`config.mk`:
```
export PLATFORM = sky130hd
export DESIGN_NAME = scr_regs
export DESIGN_NICKNAME = d
export VERILOG_FILES = /design/src/rtl/scr_pkg.sv /design/src/rtl/scr_regs.sv /design/src/rtl/scr_sp_bank.sv
export SDC_FILE = /design/constraint.sdc
export NUM_CORES = 1
export LEC_CHECK = 0
export ABC_CLOCK_PERIOD_IN_PS = 3850
export BUFFER_PORTS_ARGS = -buffer_cell sky130_fd_sc_hd__buf_4
export CORE_AREA = 2 2 198 200
export CTS_CLUSTER_DIAMETER = 200
export DETAILED_ROUTE_END_ITERATION = 10
export DIE_AREA = 0 0 200 202
export GPL_TIMING_DRIVEN = 0
export PLACE_DENSITY_LB_ADDON = 0.1
export SETUP_SLACK_MARGIN = 0.2
export SLEW_MARGIN = 30
export SYNTH_ARGS = -nofsm -noshare
export SYNTH_HDL_FRONTEND = slang
export SYNTH_HIERARCHICAL = 1
export SYNTH_SLANG_ARGS = --single-unit
```
`constraint.sdc`:
```
create_clock -name hclk -period 3.85 [get_ports hclk]
set_input_delay 0.1925 -clock hclk [delete_from_list [all_inputs] [get_ports hclk]]
set_output_delay 0.1925 -clock hclk [all_outputs]
set_load 0.03 [all_outputs]
```
`src/rtl/scr_pkg.sv`:
```
// Constants, register map, field layout and carrier types for the supervisor control registers.
// Assumes a single clock domain and a 32-bit AHB-Lite bus with byte addresses.
`default_nettype none

package scr_pkg;

    ////////////////////////////////////////////////////////////////////////////////
    // Register map: byte offsets inside the slave window.
    localparam logic [7:0] SCR_OFF_STATUS = 8'h00;
    localparam logic [7:0] SCR_OFF_INT_SP = 8'h04;
    localparam logic [7:0] SCR_OFF_MST_SP = 8'h08;
    localparam logic [7:0] SCR_OFF_USR_SP = 8'h0c;
    localparam logic [7:0] SCR_OFF_VBASE  = 8'h10;
    localparam logic [7:0] SCR_OFF_SRC_FC = 8'h14;
    localparam logic [7:0] SCR_OFF_DST_FC = 8'h18;

    ////////////////////////////////////////////////////////////////////////////////
    // Status register field positions, write mask and reset value.
    localparam int unsigned SCR_ST_TRACE_HI = 15;
    localparam int unsigned SCR_ST_TRACE_LO = 14;
    localparam int unsigned SCR_ST_SUPER    = 13;
    localparam int unsigned SCR_ST_MASTER   = 12;
    localparam int unsigned SCR_ST_IPM_LSB  = 8;
    localparam logic [15:0] SCR_ST_MASK     = 16'hf71f;
    localparam logic [15:0] SCR_ST_RESET    = 16'h2700;

    // Reset values of the wide registers and the function code registers.
    localparam logic [31:0] SCR_SP_RESET    = 32'h0000_0000;
    localparam logic [31:0] SCR_VBASE_RESET = 32'h0000_0000;
    localparam logic [2:0]  SCR_FC_RESET  = 3'h0;

    ////////////////////////////////////////////////////////////////////////////////
    // Function codes chosen automatically for normal accesses.
    localparam logic [2:0] SCR_FC_USER_DATA  = 3'h1;
    localparam logic [2:0] SCR_FC_USER_PROG  = 3'h2;
    localparam logic [2:0] SCR_FC_SUPER_DATA = 3'h5;
    localparam logic [2:0] SCR_FC_SUPER_PROG = 3'h6;

    // Stack pointer bank slots.
    localparam logic [1:0] SCR_SP_USER   = 2'h0;
    localparam logic [1:0] SCR_SP_INT    = 2'h1;
    localparam logic [1:0] SCR_SP_MASTER = 2'h2;
    localparam int unsigned SCR_SP_COUNT = 3;

    // Bus encodings used by the slave, and the width of the vector offset.
    localparam logic [2:0] SCR_HSIZE_BYTE = 3'h0;
    localparam logic [2:0] SCR_HSIZE_HALF = 3'h1;
    localparam int unsigned SCR_HPROT_PRIV = 1;
    localparam int unsigned SCR_VEC_OFF_W  = 10;

    ////////////////////////////////////////////////////////////////////////////////
    // Register selected by a bus address.
    typedef enum logic [2:0] {
        SCR_SEL_NONE   = 3'b000,
        SCR_SEL_STATUS = 3'b001,
        SCR_SEL_INT_SP = 3'b010,
        SCR_SEL_MST_SP = 3'b011,
        SCR_SEL_USR_SP = 3'b100,
        SCR_SEL_VBASE  = 3'b101,
        SCR_SEL_SRC_FC = 3'b110,
        SCR_SEL_DST_FC = 3'b111
    } scr_sel_type;

    // One memory access announced by the core.
    typedef struct packed {
        logic valid;
        logic program_ref;
        logic pc_relative;
        logic use_source_alt;
        logic use_dest_alt;
    } scr_access_type;

    // Condition code byte contents.
    typedef struct packed {
        logic extend;
        logic negative;
        logic zero;
        logic overflow;
        logic carry;
    } scr_cc_type;

    // Maps a byte address to the register it selects.
    function automatic scr_sel_type scr_decode(input logic [31:0] addr);
        scr_sel_type sel;
        sel = SCR_SEL_NONE;
        if (addr[31:8] == 24'h00_0000) begin
            case (addr[7:0])
                SCR_OFF_STATUS: sel = SCR_SEL_STATUS;
                SCR_OFF_INT_SP: sel = SCR_SEL_INT_SP;
                SCR_OFF_MST_SP: sel = SCR_SEL_MST_SP;
                SCR_OFF_USR_SP: sel = SCR_SEL_USR_SP;
                SCR_OFF_VBASE:  sel = SCR_SEL_VBASE;
                SCR_OFF_SRC_FC: sel = SCR_SEL_SRC_FC;
                SCR_OFF_DST_FC: sel = SCR_SEL_DST_FC;
                default:        sel = SCR_SEL_NONE;
            endcase
        end
        return sel;
    endfunction : scr_decode

    // Maps a stack pointer selection to its bank slot.
    function automatic logic [1:0] scr_sp_slot(input scr_sel_type sel);
        logic [1:0] slot;
        case (sel)
            SCR_SEL_INT_SP: slot = SCR_SP_INT;
            SCR_SEL_MST_SP: slot = SCR_SP_MASTER;
            default:        slot = SCR_SP_USER;
        endcase
        return slot;
    endfunction : scr_sp_slot

endpackage : scr_pkg

`default_nettype wire

```
`src/rtl/scr_regs.sv`:
```
// Supervisor control registers: status, stack pointers, vector base, alternate space codes.
// Assumes a zero-wait AHB-Lite master; hprot[1] high marks a supervisor access.
`default_nettype none

module scr_regs (
    input  wire logic                   hclk,
    input  wire logic                   hresetn,
    input  wire logic                   ce,
    input  wire logic                   hsel,
    input  wire logic [31:0]            haddr,
    input  wire logic [1:0]             htrans,
    input  wire logic                   hwrite,
    input  wire logic [2:0]             hsize,
    input  wire logic [3:0]             hprot,
    input  wire logic [31:0]            hwdata,
    input  wire logic                   hready,
    output logic                        hreadyout,
    output logic                        hresp,
    output logic      [31:0]            hrdata,
    input  wire logic                   cc_update,
    input  wire scr_pkg::scr_cc_type    cc_value,
    input  wire logic                   sp_write,
    input  wire logic [31:0]            sp_wdata,
    output logic      [31:0]            stack_address_register,
    output logic                        supervisor_mode,
    output logic                        master_mode,
    output logic                        trace_mode_hi,
    output logic                        trace_mode_lo,
    output logic      [2:0]             irq_mask,
    input  wire logic                   vector_req,
    input  wire logic [9:0]             vector_offset,
    output logic      [31:0]            vector_address,
    output logic                        vector_valid,
    input  wire scr_pkg::scr_access_type access_req,
    output logic      [2:0]             function_code,
    output logic                        function_valid
);
    import scr_pkg::*;

    logic        addr_take;
    scr_sel_type addr_sel;
    logic        addr_priv;
    logic        dp_valid_reg, dp_valid_next;
    logic        dp_write_reg, dp_write_next;
    logic        dp_priv_reg,  dp_priv_next;
    logic        dp_sp_reg,    dp_sp_next;
    logic [2:0]  dp_size_reg,  dp_size_next;
    scr_sel_type dp_sel_reg,   dp_sel_next;
    logic [31:0] rd_reg,       rd_next;
    logic        wr_go;
    logic [15:0] status_reg,   status_next;
    logic [31:0] vbase_reg,    vbase_next;
    logic [2:0]  src_fc_reg,   src_fc_next;
    logic [2:0]  dst_fc_reg,   dst_fc_next;
    logic [31:0] vec_reg,      vec_next;
    logic        vec_v_reg,    vec_v_next;
    logic [2:0]  fc_reg,       fc_next;
    logic        fc_v_reg,     fc_v_next;
    logic [1:0]  act_slot;
    logic        sp_bus_we;
    logic [31:0] sp_bus_data;
    logic [31:0] sp_rd_data;
    logic        is_program;

    ////////////////////////////////////////////////////////////////////////////////
    // Address phase; with the clock enable low the slave stalls instead of dropping a transfer.
    assign hreadyout = ce;
    assign hresp     = 1'b0;
    assign addr_take = hsel && htrans[1] && hready && ce;
    assign addr_sel  = scr_decode(haddr);
    assign addr_priv = hprot[SCR_HPROT_PRIV];
    assign wr_go     = dp_valid_reg && dp_write_reg && ce;

    // Read data is captured at the address phase edge so the data phase carries no wait.
    always_comb begin
        dp_valid_next = addr_take;
        dp_write_next = dp_write_reg;
        dp_priv_next  = dp_priv_reg;
        dp_size_next  = dp_size_reg;
        dp_sel_next   = dp_sel_reg;
        dp_sp_next    = 1'b0;
        rd_next       = 32'h0000_0000;
        if (addr_take) begin
            dp_write_next = hwrite;
            dp_priv_next  = addr_priv;
            dp_size_next  = hsize;
            dp_sel_next   = addr_sel;
            case (addr_sel)
                SCR_SEL_STATUS: rd_next = addr_priv ? {16'h0000, status_reg}
                                                    : {24'h00_0000, status_reg[7:0]};
                SCR_SEL_INT_SP, SCR_SEL_MST_SP: dp_sp_next = addr_priv;
                SCR_SEL_USR_SP: dp_sp_next = 1'b1;
                SCR_SEL_VBASE:  rd_next = addr_priv ? vbase_reg : 32'h0000_0000;
                SCR_SEL_SRC_FC: rd_next = addr_priv ? {29'h0, src_fc_reg} : 32'h0000_0000;
                SCR_SEL_DST_FC: rd_next = addr_priv ? {29'h0, dst_fc_reg} : 32'h0000_0000;
                default:        rd_next = 32'h0000_0000;
            endcase
        end
    end

    always_ff @(posedge hclk or negedge hresetn) begin
        if (!hresetn) begin
            dp_valid_reg <= 1'b0;
            dp_write_reg <= 1'b0;
            dp_priv_reg  <= 1'b0;
            dp_size_reg  <= SCR_HSIZE_BYTE;
            dp_sel_reg   <= SCR_SEL_NONE;
            dp_sp_reg    <= 1'b0;
            rd_reg       <= 32'h0000_0000;
        end else if (ce) begin
            dp_valid_reg <= dp_valid_next;
            dp_write_reg <= dp_write_next;
            dp_priv_reg  <= dp_priv_next;
            dp_size_reg  <= dp_size_next;
            dp_sel_reg   <= dp_sel_next;
            dp_sp_reg    <= dp_sp_next;
            rd_reg       <= rd_next;
        end
    end

    assign hrdata = dp_sp_reg ? sp_rd_data : rd_reg;

    ////////////////////////////////////////////////////////////////////////////////
    // Stack pointers: the supervisor ones need privilege, no pointer takes a byte.
    always_comb begin
        sp_bus_we   = 1'b0;
        sp_bus_data = hwdata;
        if (wr_go && dp_size_reg != SCR_HSIZE_BYTE) begin
            case (dp_sel_reg)
                SCR_SEL_INT_SP, SCR_SEL_MST_SP: sp_bus_we = dp_priv_reg;
                SCR_SEL_USR_SP:                 sp_bus_we = 1'b1;
                default:                  sp_bus_we = 1'b0;
            endcase
        end
        // A halfword write to an address register is sign-extended, as for any address register.
        if (dp_size_reg == SCR_HSIZE_HALF) begin
            sp_bus_data = {{16{hwdata[15]}}, hwdata[15:0]};
        end
    end

    // The pointer behind the stack address register follows the mode and master bits.
    assign act_slot = !status_reg[SCR_ST_SUPER]  ? SCR_SP_USER   :
                      status_reg[SCR_ST_MASTER]  ? SCR_SP_MASTER : SCR_SP_INT;

    scr_sp_bank u_sp_bank (
        .hclk       (hclk),
        .hresetn    (hresetn),
        .ce         (ce),
        .rd_slot    (scr_sp_slot(addr_sel)),
        .rd_data    (sp_rd_data),
        .act_slot   (act_slot),
        .act_data   (stack_address_register),
        .bus_we     (sp_bus_we),
        .bus_slot   (scr_sp_slot(dp_sel_reg)),
        .bus_wdata  (sp_bus_data),
        .core_we    (sp_write),
        .core_slot  (act_slot),
        .core_wdata (sp_wdata)
    );

    ////////////////////////////////////////////////////////////////////////////////
    // Status, vector base and space codes; a bus write to the status beats a core update.
    always_comb begin
        status_next = status_reg;
        vbase_next  = vbase_reg;
        src_fc_next = src_fc_reg;
        dst_fc_next = dst_fc_reg;
        if (cc_update) begin
            status_next[4:0] = cc_value;
        end
        if (wr_go) begin
            case (dp_sel_reg)
                SCR_SEL_STATUS: begin
                    if (dp_priv_reg && dp_size_reg != SCR_HSIZE_BYTE) begin
                        status_next = hwdata[15:0] & SCR_ST_MASK;
                    end else begin
                        status_next[7:0] = hwdata[7:0] & SCR_ST_MASK[7:0];
                    end
                end
                SCR_SEL_VBASE:  if (dp_priv_reg) vbase_next = hwdata;
                SCR_SEL_SRC_FC: if (dp_priv_reg) src_fc_next = hwdata[2:0];
                SCR_SEL_DST_FC: if (dp_priv_reg) dst_fc_next = hwdata[2:0];
                default: ;
            endcase
        end
    end

    always_ff @(posedge hclk or negedge hresetn) begin
        if (!hresetn) begin
            status_reg <= SCR_ST_RESET;
            vbase_reg  <= SCR_VBASE_RESET;
            src_fc_reg <= SCR_FC_RESET;
            dst_fc_reg <= SCR_FC_RESET;
        end else if (ce) begin
            status_reg <= status_next;
            vbase_reg  <= vbase_next;
            src_fc_reg <= src_fc_next;
            dst_fc_reg <= dst_fc_next;
        end
    end

    assign supervisor_mode = status_reg[SCR_ST_SUPER];
    assign master_mode     = status_reg[SCR_ST_MASTER];
    assign trace_mode_hi   = status_reg[SCR_ST_TRACE_HI];
    assign trace_mode_lo   = status_reg[SCR_ST_TRACE_LO];
    assign irq_mask        = status_reg[SCR_ST_IPM_LSB +: 3];

    ////////////////////////////////////////////////////////////////////////////////
    // Vector address and function code, one registered answer per request.
    assign is_program = access_req.program_ref || access_req.pc_relative;

    always_comb begin
        vec_next   = vec_reg;
        vec_v_next = vector_req;
        fc_next    = fc_reg;
        fc_v_next  = access_req.valid;
        if (vector_req) begin
            vec_next = vbase_reg + {22'h00_0000, vector_offset};
        end
        if (access_req.valid) begin
            if (access_req.use_source_alt) begin
                fc_next = src_fc_reg;
            end else if (access_req.use_dest_alt) begin
                fc_next = dst_fc_reg;
            end else if (status_reg[SCR_ST_SUPER]) begin
                fc_next = is_program ? SCR_FC_SUPER_PROG : SCR_FC_SUPER_DATA;
            end else begin
                fc_next = is_program ? SCR_FC_USER_PROG : SCR_FC_USER_DATA;
            end
        end
    end

    always_ff @(posedge hclk or negedge hresetn) begin
        if (!hresetn) begin
            vec_reg   <= SCR_VBASE_RESET;
            vec_v_reg <= 1'b0;
            fc_reg    <= SCR_FC_RESET;
            fc_v_reg  <= 1'b0;
        end else if (ce) begin
            vec_reg   <= vec_next;
            vec_v_reg <= vec_v_next;
            fc_reg    <= fc_next;
            fc_v_reg  <= fc_v_next;
        end
    end

    assign vector_address = vec_reg;
    assign vector_valid   = vec_v_reg;
    assign function_code  = fc_reg;
    assign function_valid = fc_v_valid_out();

    function automatic logic fc_v_valid_out();
        return fc_v_reg;
    endfunction : fc_v_valid_out
endmodule : scr_regs

`default_nettype wire

```
`src/rtl/scr_sp_bank.sv`:
```
// Bank of the three stack pointers with two registered read ports.
// Assumes the caller arbitrates privilege; the core write wins over the bus write.
`default_nettype none

module scr_sp_bank (
    input  wire logic        hclk,
    input  wire logic        hresetn,
    input  wire logic        ce,
    input  wire logic [1:0]  rd_slot,
    output logic      [31:0] rd_data,
    input  wire logic [1:0]  act_slot,
    output logic      [31:0] act_data,
    input  wire logic        bus_we,
    input  wire logic [1:0]  bus_slot,
    input  wire logic [31:0] bus_wdata,
    input  wire logic        core_we,
    input  wire logic [1:0]  core_slot,
    input  wire logic [31:0] core_wdata
);
    import scr_pkg::*;

    logic [31:0] sp_reg  [SCR_SP_COUNT];
    logic [31:0] sp_next [SCR_SP_COUNT];
    logic [31:0] rd_reg;
    logic [31:0] rd_next;
    logic [31:0] act_reg;
    logic [31:0] act_next;

    ////////////////////////////////////////////////////////////////////////////////
    // One slot per stack pointer; the core port is checked last so it wins a clash.
    for (genvar i = 0; i < SCR_SP_COUNT; i++) begin : g_slot
        always_comb begin
            sp_next[i] = sp_reg[i];
            if (bus_we && bus_slot == 2'(i)) begin
                sp_next[i] = bus_wdata;
            end
            if (core_we && core_slot == 2'(i)) begin
                sp_next[i] = core_wdata;
            end
        end

        always_ff @(posedge hclk or negedge hresetn) begin
            if (!hresetn) begin
                sp_reg[i] <= SCR_SP_RESET;
            end else if (ce) begin
                sp_reg[i] <= sp_next[i];
            end
        end
    end

    ////////////////////////////////////////////////////////////////////////////////
    // Read ports; the unused fourth slot reads as zero.
    always_comb begin
        rd_next  = (rd_slot < 2'(SCR_SP_COUNT)) ? sp_reg[rd_slot] : 32'h0000_0000;
        act_next = (act_slot < 2'(SCR_SP_COUNT)) ? sp_reg[act_slot] : 32'h0000_0000;
    end

    always_ff @(posedge hclk or negedge hresetn) begin
        if (!hresetn) begin
            rd_reg  <= SCR_SP_RESET;
            act_reg <= SCR_SP_RESET;
        end else if (ce) begin
            rd_reg  <= rd_next;
            act_reg <= act_next;
        end
    end

    assign rd_data  = rd_reg;
    assign act_data = act_reg;

endmodule : scr_sp_bank

`default_nettype wire

```
Word level (Yosys, flattened, before mapping):

Cells that the tools add are included.

* flip-flop bits (word level): 289
* output and inout bits: 110
* logic and storage cells: 127

* add/sub/neg operators: 1
* order comparisons: 4
* equal/unequal tests: 25
* multiplexer cells: 40
* bitwise gates (word level): 2
* reductions and logical operators: 34

Operators by type and width (number)
* 2-to-1 mux 32 bit: 16
* binary-select mux 32 bit (select 2 bit): 2
* case mux 32 bit (4 select lines): 1
* adder 32 x 10 -> 32 bit: 1
* equality test 3 bit (second input constant): 8
* equality test 8 x 5 -> 1 bit (second input constant): 3
* logical NOT 24 bit: 1
* case mux 3 bit (7 select lines): 1
* 2-to-1 mux 3 bit: 6
* equality test 8 x 4 -> 1 bit (second input constant): 2
* 2-to-1 mux 16 bit: 1
* AND reduction 4 bit: 4
* 2-to-1 mux 5 bit: 3
* logical AND 1 bit: 13
* equality test 3 x 2 -> 1 bit (second input constant): 4
* AND reduction 2 bit: 6
* equality test 3 x 1 -> 1 bit (second input constant): 3
* equality test 8 x 3 -> 1 bit (second input constant): 1
* logical NOT 8 bit: 1
* 2-to-1 mux 2 bit: 4
* case mux 2 bit (2 select lines): 2
* >= comparator 3 bit (second input constant): 2
* NOT 2 -> 3 bit: 2
* nonzero test 2 bit: 3
* 9 further kinds: 16

Longest topological paths before layout:

Gate-level depths: netlist of the first run.

* depth in word-level cells: 10
* depth in mapped cells: 12
* gate-level depth less buffers: 9

Cells and area by module:

Netlist of the first run, hierarchy kept.

By module, submodules not included
* scr_sp_bank: instances 1, cells an instance 675, area an instance 8321.7 um^2
* scr_regs: instances 1, cells an instance 701, area an instance 6770.2 um^2

Worst setup path after synthesis of the first run:

OpenSTA, ideal clock, no wires.

* kind: input to register
* start: input port haddr[10]
* end: register u_sp_bank.rd_reg[11], in the netlist u_sp_bank/rd_data[11]
* arrival time: 2433 ps
* required time: 3773 ps
* path slack: 1339 ps
* stages: 12
* path buffers: 4
* cells stage by stage: nor4_1 > nand4_1 > or2_2 > clkbuf_1 > a31o_2 > nor3b_1 > clkbuf_1 > nor2b_1 > clkbuf_1 > clkbuf_1 > a2bb2oi_1 > a21oi_1

* longest elaborated chain between the ends: 9
* elaborated cells between the ends (all ways): 11
* classes of those cells: order compare (1); eq/ne (2); mux (6); bitwise (1); reduce/logical (1)

Ends and longest elaborated chain
* start: declaration: line scr_regs.sv:10 `input wire logic [31:0] haddr,`
* logical NOT 24 bit (*): line scr_pkg.sv:86 `if (addr[31:8] == 24'h00_0000) begin`
* 2-to-1 mux 3 bit (*): line scr_pkg.sv:86
* equality test 3 x 2 -> 1 bit: line scr_pkg.sv:104 `case (sel)`
* case mux 2 bit (2 select lines) (*): line scr_pkg.sv:104
* NOT 2 -> 3 bit (not written as such): line scr_sp_bank.sv:54 `rd_next = (rd_slot < 2'(SCR_SP_COUNT)) ? sp_reg[rd_slot] : 32'h0000_0000;`
* binary-select mux 32 bit (select 2 bit): line scr_sp_bank.sv:54
* 2-to-1 mux 32 bit (not written as such) (2 in series): line scr_sp_bank.sv:54
* 2-to-1 mux 32 bit (*): line scr_sp_bank.sv:54
* end signal: assignment: line scr_sp_bank.sv:63 `rd_reg <= rd_next;`
* end: declaration: line scr_sp_bank.sv:24 `logic [31:0] rd_reg;`

Mark *: on every way between the ends. The rest lies on a longest branch, timed or not. The select of a mux whose other input is x is not followed.
A chain may end at the register's enable or synchronous reset.

Worst setup path in the final report of the first run:

* start: input port haddr[9]
* end: register u_sp_bank.rd_reg[14], in the netlist u_sp_bank/rd_data[14]

Same word-level chain as after synthesis.

==> summary.txt, run 1 <==
STA
  • Total Neg Setup Slack: 0 ps
  • Fin crit share: 85.01%
  • Fin. max-slew vios: 0
  • Fmax: 0.3056 GHz
  • Minimum clock period: 3273 ps
  • Fin. Hold Viols: 0
  • Final setup viols: 0
  • Slew margin rel.: 48.22%
  • Hold_ws: 24.28 ps
  • Setup Skew: 9.582 ps
  • Unrepaired setup endpoints after global routing: false
  • Slew @ Worst Pin: 776.7 ps

Drt
  • 1st-pass router iterations: 7
  • Routed Wire Length: 48130 µm
  • # DRC: 0
  • Post-route ant nets: 0
  • Vias per inst: 5.235
  • Drt initial violations: 723
  • Vias: 11732
  • DR WL/cell: 21.48 µm

Setup path
  • Max FO, Critical Path: 10
  • Crit-path max cell delay: 540 ps
  • R2r setup slk: 840 ps
  • CP arrival: 3720 ps
  • Critical Path RT: 4300 ps
  • Worst path slowest cell: clkbuf_1
  • Kind of critical path: input pin to register
  • RR Endpoint: u_sp_bank/act_data[19]
  • Crit end category: register
  • Crit start category: input pin
  • Reg2Reg Depth: 7
  • Most frequent CP cell: clkbuf_1
  • Reg2reg start: status_reg[13]
  • Worst Setup SP: haddr[9]
  • CP cell instances: buf_4 > nor4_1 > nand4_1 > or2_2 > clkbuf_1 > a31o_2 > nor3b_1 > clkbuf_1 > nor2b_1 > clkbuf_1 > clkbuf_1 > a2bb2oi_1 > a21oi_1

Die
  • Initial core utilization: 39.42%
  • Die Span X: 200 µm
  • Die area: 40400 µm²
  • Num rows: 72
  • Die Ht: 202 µm
  • I/O pins: 244
  • Core area: 38290 µm²

Synth
  • Cell taking the most area after synthesis: dfrtp_1
  • Syn Inst Count: 1376
  • Count of cell types in the netlist: 63
  • Top-count cell post-synth: dfrtp_1
  • Synth Area per Inst: 10.97 µm²
  • Post-synth top cells: 285 x dfrtp_1, 241 x mux2_2, 123 x nand2_1
  • Top cells by area, synth: dfrtp_1 47%, mux2_2 18%, mux2i_1 4.3%
  • Synth async-reset ratio: 100.0%
  • Net Count, Synth: 1521
  • Yosys top cell area share: 47.26%
  • Synth Register Bits: 289
  • Warning count from the yosys run: 6
  • Ys flop type: dfrtp_1
  • Mapped Area: 15090 µm²
  • Sequential area share after synthesis: 47.95%
  • EDFF count, synth: 0

Clock tree
  • Insertion delay to the later sink of the worst-skew pair: 530 ps
  • # clock sinks: 289
  • H-tree depth: 2
  • Post-CTS sizing: 0
  • CTS root buf: clkbuf_16
  • TritonCTS clock tree: built
  • Hold_buf cts: 44
  • Post-CTS setup buffer count: 0
  • TritonCTS Buffers: 35
  • Max Root-Sink Buffers: 3
  • Clock-pin slew on the worst setup and hold paths: 60 ps

GRT
  • Initial antenna violation count: 0
  • First-pass GRT wire length: 72540 µm
  • Largest net degree at the start of global routing: 76
  • Vias in the first global route: 11988
  • GRT Total Usage: 23.90%
  • GRT overflow: 0

Cells and area
  • Largest register FFs: 96
  • Antenna Diode Count: 0
  • Nets: 1843
  • Post-route insts no fill: 2241
  • Layout cell share with drive strength beyond 1: 35.17%
  • P&R area growth vs syn: 27.66%
  • Utilization after layout: 50.32%

Power
  • Leak: 8.672 nW
  • Peak VDD IR: 296.3 µV
  • Power per standard cell area: 425.3 nW/µm²

Hold path
  • Min-delay src: haddr[4]
  • Hold Path End: rd_reg[4]
  • Min-delay worst type: input pin to register
  • Hold path depth: 4

Run status
  • Status: completed

Placement
  • Routability Congestion: 0.8466
  • DP Cell Count: 2135
  • I/O Buffers: 237
  • Post-DP HPWL: 35600 µm

Flow run
  • Number of max-cap violations: 0
## worst max path at each step
stage	slack (ps)	endpoint	cells past startpoint
2_1_floorplan	1340	u_sp_bank/rd_data[11]	12
3_5_place_dp	90	u_sp_bank/rd_data[15]	13
6_report	580	u_sp_bank/rd_data[14]	13
4_1_cts	620	u_sp_bank/rd_data[14]	13
3_3_place_gp	-130	vector_address[28]	1
5_1_grt	340	u_sp_bank/rd_data[17]	13
## layout by cell type, fill, tap and decap left out, drive strengths merged, types with 10 or more instances in the layout
master	n
dfrtp	285
buf	283
mux2	242
nand2	123
clkbuf	109
o21ai	94
nor2	85
a21oi	81
mux2i	65
a2bb2oi	64
dlygate4sd3	44
inv	41
xnor2	25
a21o	20
nor2b	14
nor3	13
nor4	13
nand3	12
ha	10
## cell families (layout without fill, tap and decap cells)
group,after synthesis,count (layout),synth area share [%]
mux,307,307,22.37
compound gates,306,306,13.22
simple gates,290,290,9.493
flops,289,289,47.95
buf+inv,141,488,4.178
xor+xnor,30,30,1.741
fa+ha+maj,12,12,1.028
other cells,1,1,0.02485
## routing by layer
layer / vias up / routed length (µm) / global-route usage, %
li1: 5577 / - / -
met1: 5750 / 22770 / 34.66
met2: 347 / 21750 / 37.34
met3: 58 / 2629 / 3.621
met4: 0 / 978 / 6.085
met5: - / 0 / 0
## where the power goes
part,total [mW],internal (mW),switching [mW]
combinational,1.35,0.614,0.740
sequential,3.42,3.27,0.152
clock,3.42,2.10,1.31
## per-stage QoR
stage / area, µm² / total power, mW / worst slack (ps)
after floorplan: 15090 / 4.191 / 1339
after global placement: 17520 / 4.755 / -129.6
after detailed placement: 17640 / 4.786 / 87.92
after CTS: 19270 / 8.272 / 621.5
after global routing: 19270 / 8.544 / 339.4
final: 19270 / 8.195 / 577.3
## worst max-delay path, delay by kind of cell
family                 cells  cell delay (ps)
buffers and inverters      5             1460
AO/OA/AOI/OAI              3              770
AND/OR/NAND/NOR            5             1280
## area by class of cell
class	instances	area, µm²
tap	518	648.1
multi-input combinational	946	7224
clock inverter	11	130.1
fill	3603	19020
clock buffer	51	1059
timing repair buffer	285	2337
inverter	41	153.9
buffer	100	476.7
sequential	289	7237
Note: power is estimated with default switching activity, not from simulation.
==> run 2, diff against run 1 <==
--- a/config.mk
+++ b/config.mk
@@ -5,8 +5,10 @@
 export SDC_FILE = /design/constraint.sdc
 export NUM_CORES = 1
 export LEC_CHECK = 0
-export ABC_CLOCK_PERIOD_IN_PS = 3850
+export ABC_CLOCK_PERIOD_IN_PS = 4000
 export BUFFER_PORTS_ARGS = -buffer_cell sky130_fd_sc_hd__buf_4
+export CELL_PAD_IN_SITES_DETAIL_PLACEMENT = 0
+export CELL_PAD_IN_SITES_GLOBAL_PLACEMENT = 1
 export CORE_AREA = 2 2 198 200
 export CTS_CLUSTER_DIAMETER = 200
 export DETAILED_ROUTE_END_ITERATION = 10
==> constraint.sdc (replaced) <==
create_clock -name hclk -period 4 [get_ports hclk]
set_input_delay 0.8 -clock hclk [delete_from_list [all_inputs] [get_ports hclk]]
set_output_delay 0.8 -clock hclk [all_outputs]
set_load 0.03 [all_outputs]
==> summary.txt, run 2 (synthesis results as in run 1) <==
GRT
  • First-pass GRT wire length: 73130 µm
  • GRT Total Usage: 24.14%
  • Largest net degree at the start of global routing: 84
  • GRT overflow: 0
  • Vias in the first global route: 11690
  • Initial antenna violation count: 2

Die
  • Initial core utilization: 39.42%
  • Die Span X: 200 µm
  • Die Ht: 202 µm
  • Core area: 38290 µm²
  • Die area: 40400 µm²
  • I/O pins: 244
  • Num rows: 72

Clock tree
  • Post-CTS setup buffer count: 0
  • # clock sinks: 289
  • Max Root-Sink Buffers: 3
  • TritonCTS clock tree: built
  • Insertion delay to the later sink of the worst-skew pair: 520 ps
  • Hold_buf cts: 0
  • CTS root buf: clkbuf_16
  • Post-CTS sizing: 2
  • H-tree depth: 2
  • TritonCTS Buffers: 36
  • Clock-pin slew on the worst setup and hold paths: 50 ps

STA
  • Hold_ws: 232.9 ps
  • Slew margin rel.: 44.17%
  • Setup ws final: 418.7 ps
  • Setup Skew: 12.89 ps
  • Slew @ Worst Pin: 837.5 ps
  • Fin. max-slew vios: 0
  • Fmax: 0.2792 GHz
  • Unrepaired setup endpoints after global routing: false
  • Fin. Hold Viols: 0
  • Fin crit share: 89.53%
  • Final setup viols: 0
  • Minimum clock period: 3581 ps

Drt
  • Vias: 11365
  • Drt initial violations: 542
  • 1st-pass router iterations: 5
  • Routed Wire Length: 48460 µm
  • # DRC: 0
  • Vias per inst: 5.173
  • DR WL/cell: 22.06 µm
  • Post-route ant nets: 0

Placement
  • Post-DP HPWL: 36240 µm
  • Pre-CTS setup slack: -565.3 ps
  • I/O Buffers: 237
  • Routability Congestion: 0.8327

Setup path
  • Crit end category: register
  • Kind of critical path: input pin to register
  • CP arrival: 4020 ps
  • Max FO, Critical Path: 10
  • Crit start category: input pin
  • Critical Path RT: 4440 ps

Power
  • Peak VDD IR: 244.9 µV
  • Power per standard cell area: 416.0 nW/µm²
  • Leak: 8.491 nW

Cells and area
  • Commonest non-fill, non-tap cell in the layout: dfrtp_1
  • Largest register FFs: 96
  • P&R area growth vs syn: 24.68%
  • Leading cell types in the layout, fill and taps excluded: 285 x dfrtp_1, 246 x buf_4, 241 x mux2_2
  • Layout cell share with drive strength beyond 1: 36.35%
  • Nets: 1799
  • Fillers: 3619

Hold path
  • Min-delay worst type: input pin to asynchronous set/reset pin

Run status
  • Status: completed

Flow run
  • Number of max-cap violations: 0
[run 2: changes by cell type in the layout (fill, tap and decap cells not counted), sizes merged]
cell / change
dlygate4sd3: -44
diode: +1
bufinv: -1
clkinv: -3
clkbuf: +4
buf: -1
[run 2: layer usage]
metal  global-route usage [%]  wire, µm  part of all wire (%)  up-vias
met2                    38.52     22240                    46      252
li1                         -         -                     -     5477
met4                    4.418       673                   1.4        2
met5                        0        16                 0.033        -
met1                    35.13     23310                    48     5593
met3                    3.504      2218                   4.6       41
[run 2: area by class of cell]
| class | count | area [µm²] | area share [%] |
|---|---|---|---|
| clock buffers | 55 | 1104 | 5.865 |
| clock inverters | 7 | 85.08 | 0.4522 |
| inverters | 41 | 153.9 | 0.8179 |
| diodes | 1 | 2.502 | 0.01330 |
| plain buffers | 100 | 488.0 | 2.593 |
| multi-input cells | 946 | 7229 | 38.42 |
| well taps | 518 | 648.1 | 3.444 |
| flip-flops and latches | 289 | 7237 | 38.46 |
| repair buffers | 240 | 1869 | 9.934 |
[run 2: worst paths after layout]
path | endpoint | cells past startpoint | slack, ps | startpoint
setup / recovery | u_sp_bank/rd_data[13] | 13 | 420 | haddr[15]
hold / removal | function_code[1] | 1 | 230 | hresetn
setup reg to reg | u_sp_bank/act_data[19] | 7 | 1010 | status_reg[13]
hold reg to reg | vector_address[26] | 2 | 480 | vector_address[26]
max in group asynchronous | u_sp_bank/sp_reg[89] | 3 | 2610 | hresetn
min in group hclk | vector_address[26] | 2 | 480 | vector_address[26]
[run 2: critical path, stage by stage]
cell and delay [ps]:
buf_4 110, nor4_1 330, nand4_1 230, or2_2 330, clkbuf_1 220, a31o_2 300, nor3b_1 320, clkbuf_2 280
nor2b_1 160, clkbuf_1 270, buf_2 320, a2bb2oi_1 170, a21oi_1 170
[run 2: power by group]
part | switching [mW] | leakage (nW) | internal, mW | total, mW
clock | 1.25 | 0.591 | 2.02 | 3.27
sequential | 0.144 | 3.68 | 3.15 | 3.29
combinational | 0.710 | 4.22 | 0.561 | 1.27
total | 2.10 | 8.49 | 5.73 | 7.83
[run 2: through the flow]
stage / instances / cell area (µm²) / setup TNS [ps] / utilization, % / total power [mW]
6_report: 2197 / 18820 / 0 / 49.15 / 7.828
5_1_grt: 2196 / 18810 / 0 / 49.14 / 8.178
4_1_cts: 2196 / 18800 / 0 / 49.10 / 7.922
3_5_place_dp: 2134 / 17610 / -12740 / 45.99 / 4.613
3_3_place_gp: 2131 / 17520 / -174810 / 45.76 / 4.586
2_1_floorplan: 1376 / 15090 / 0 / - / 4.033
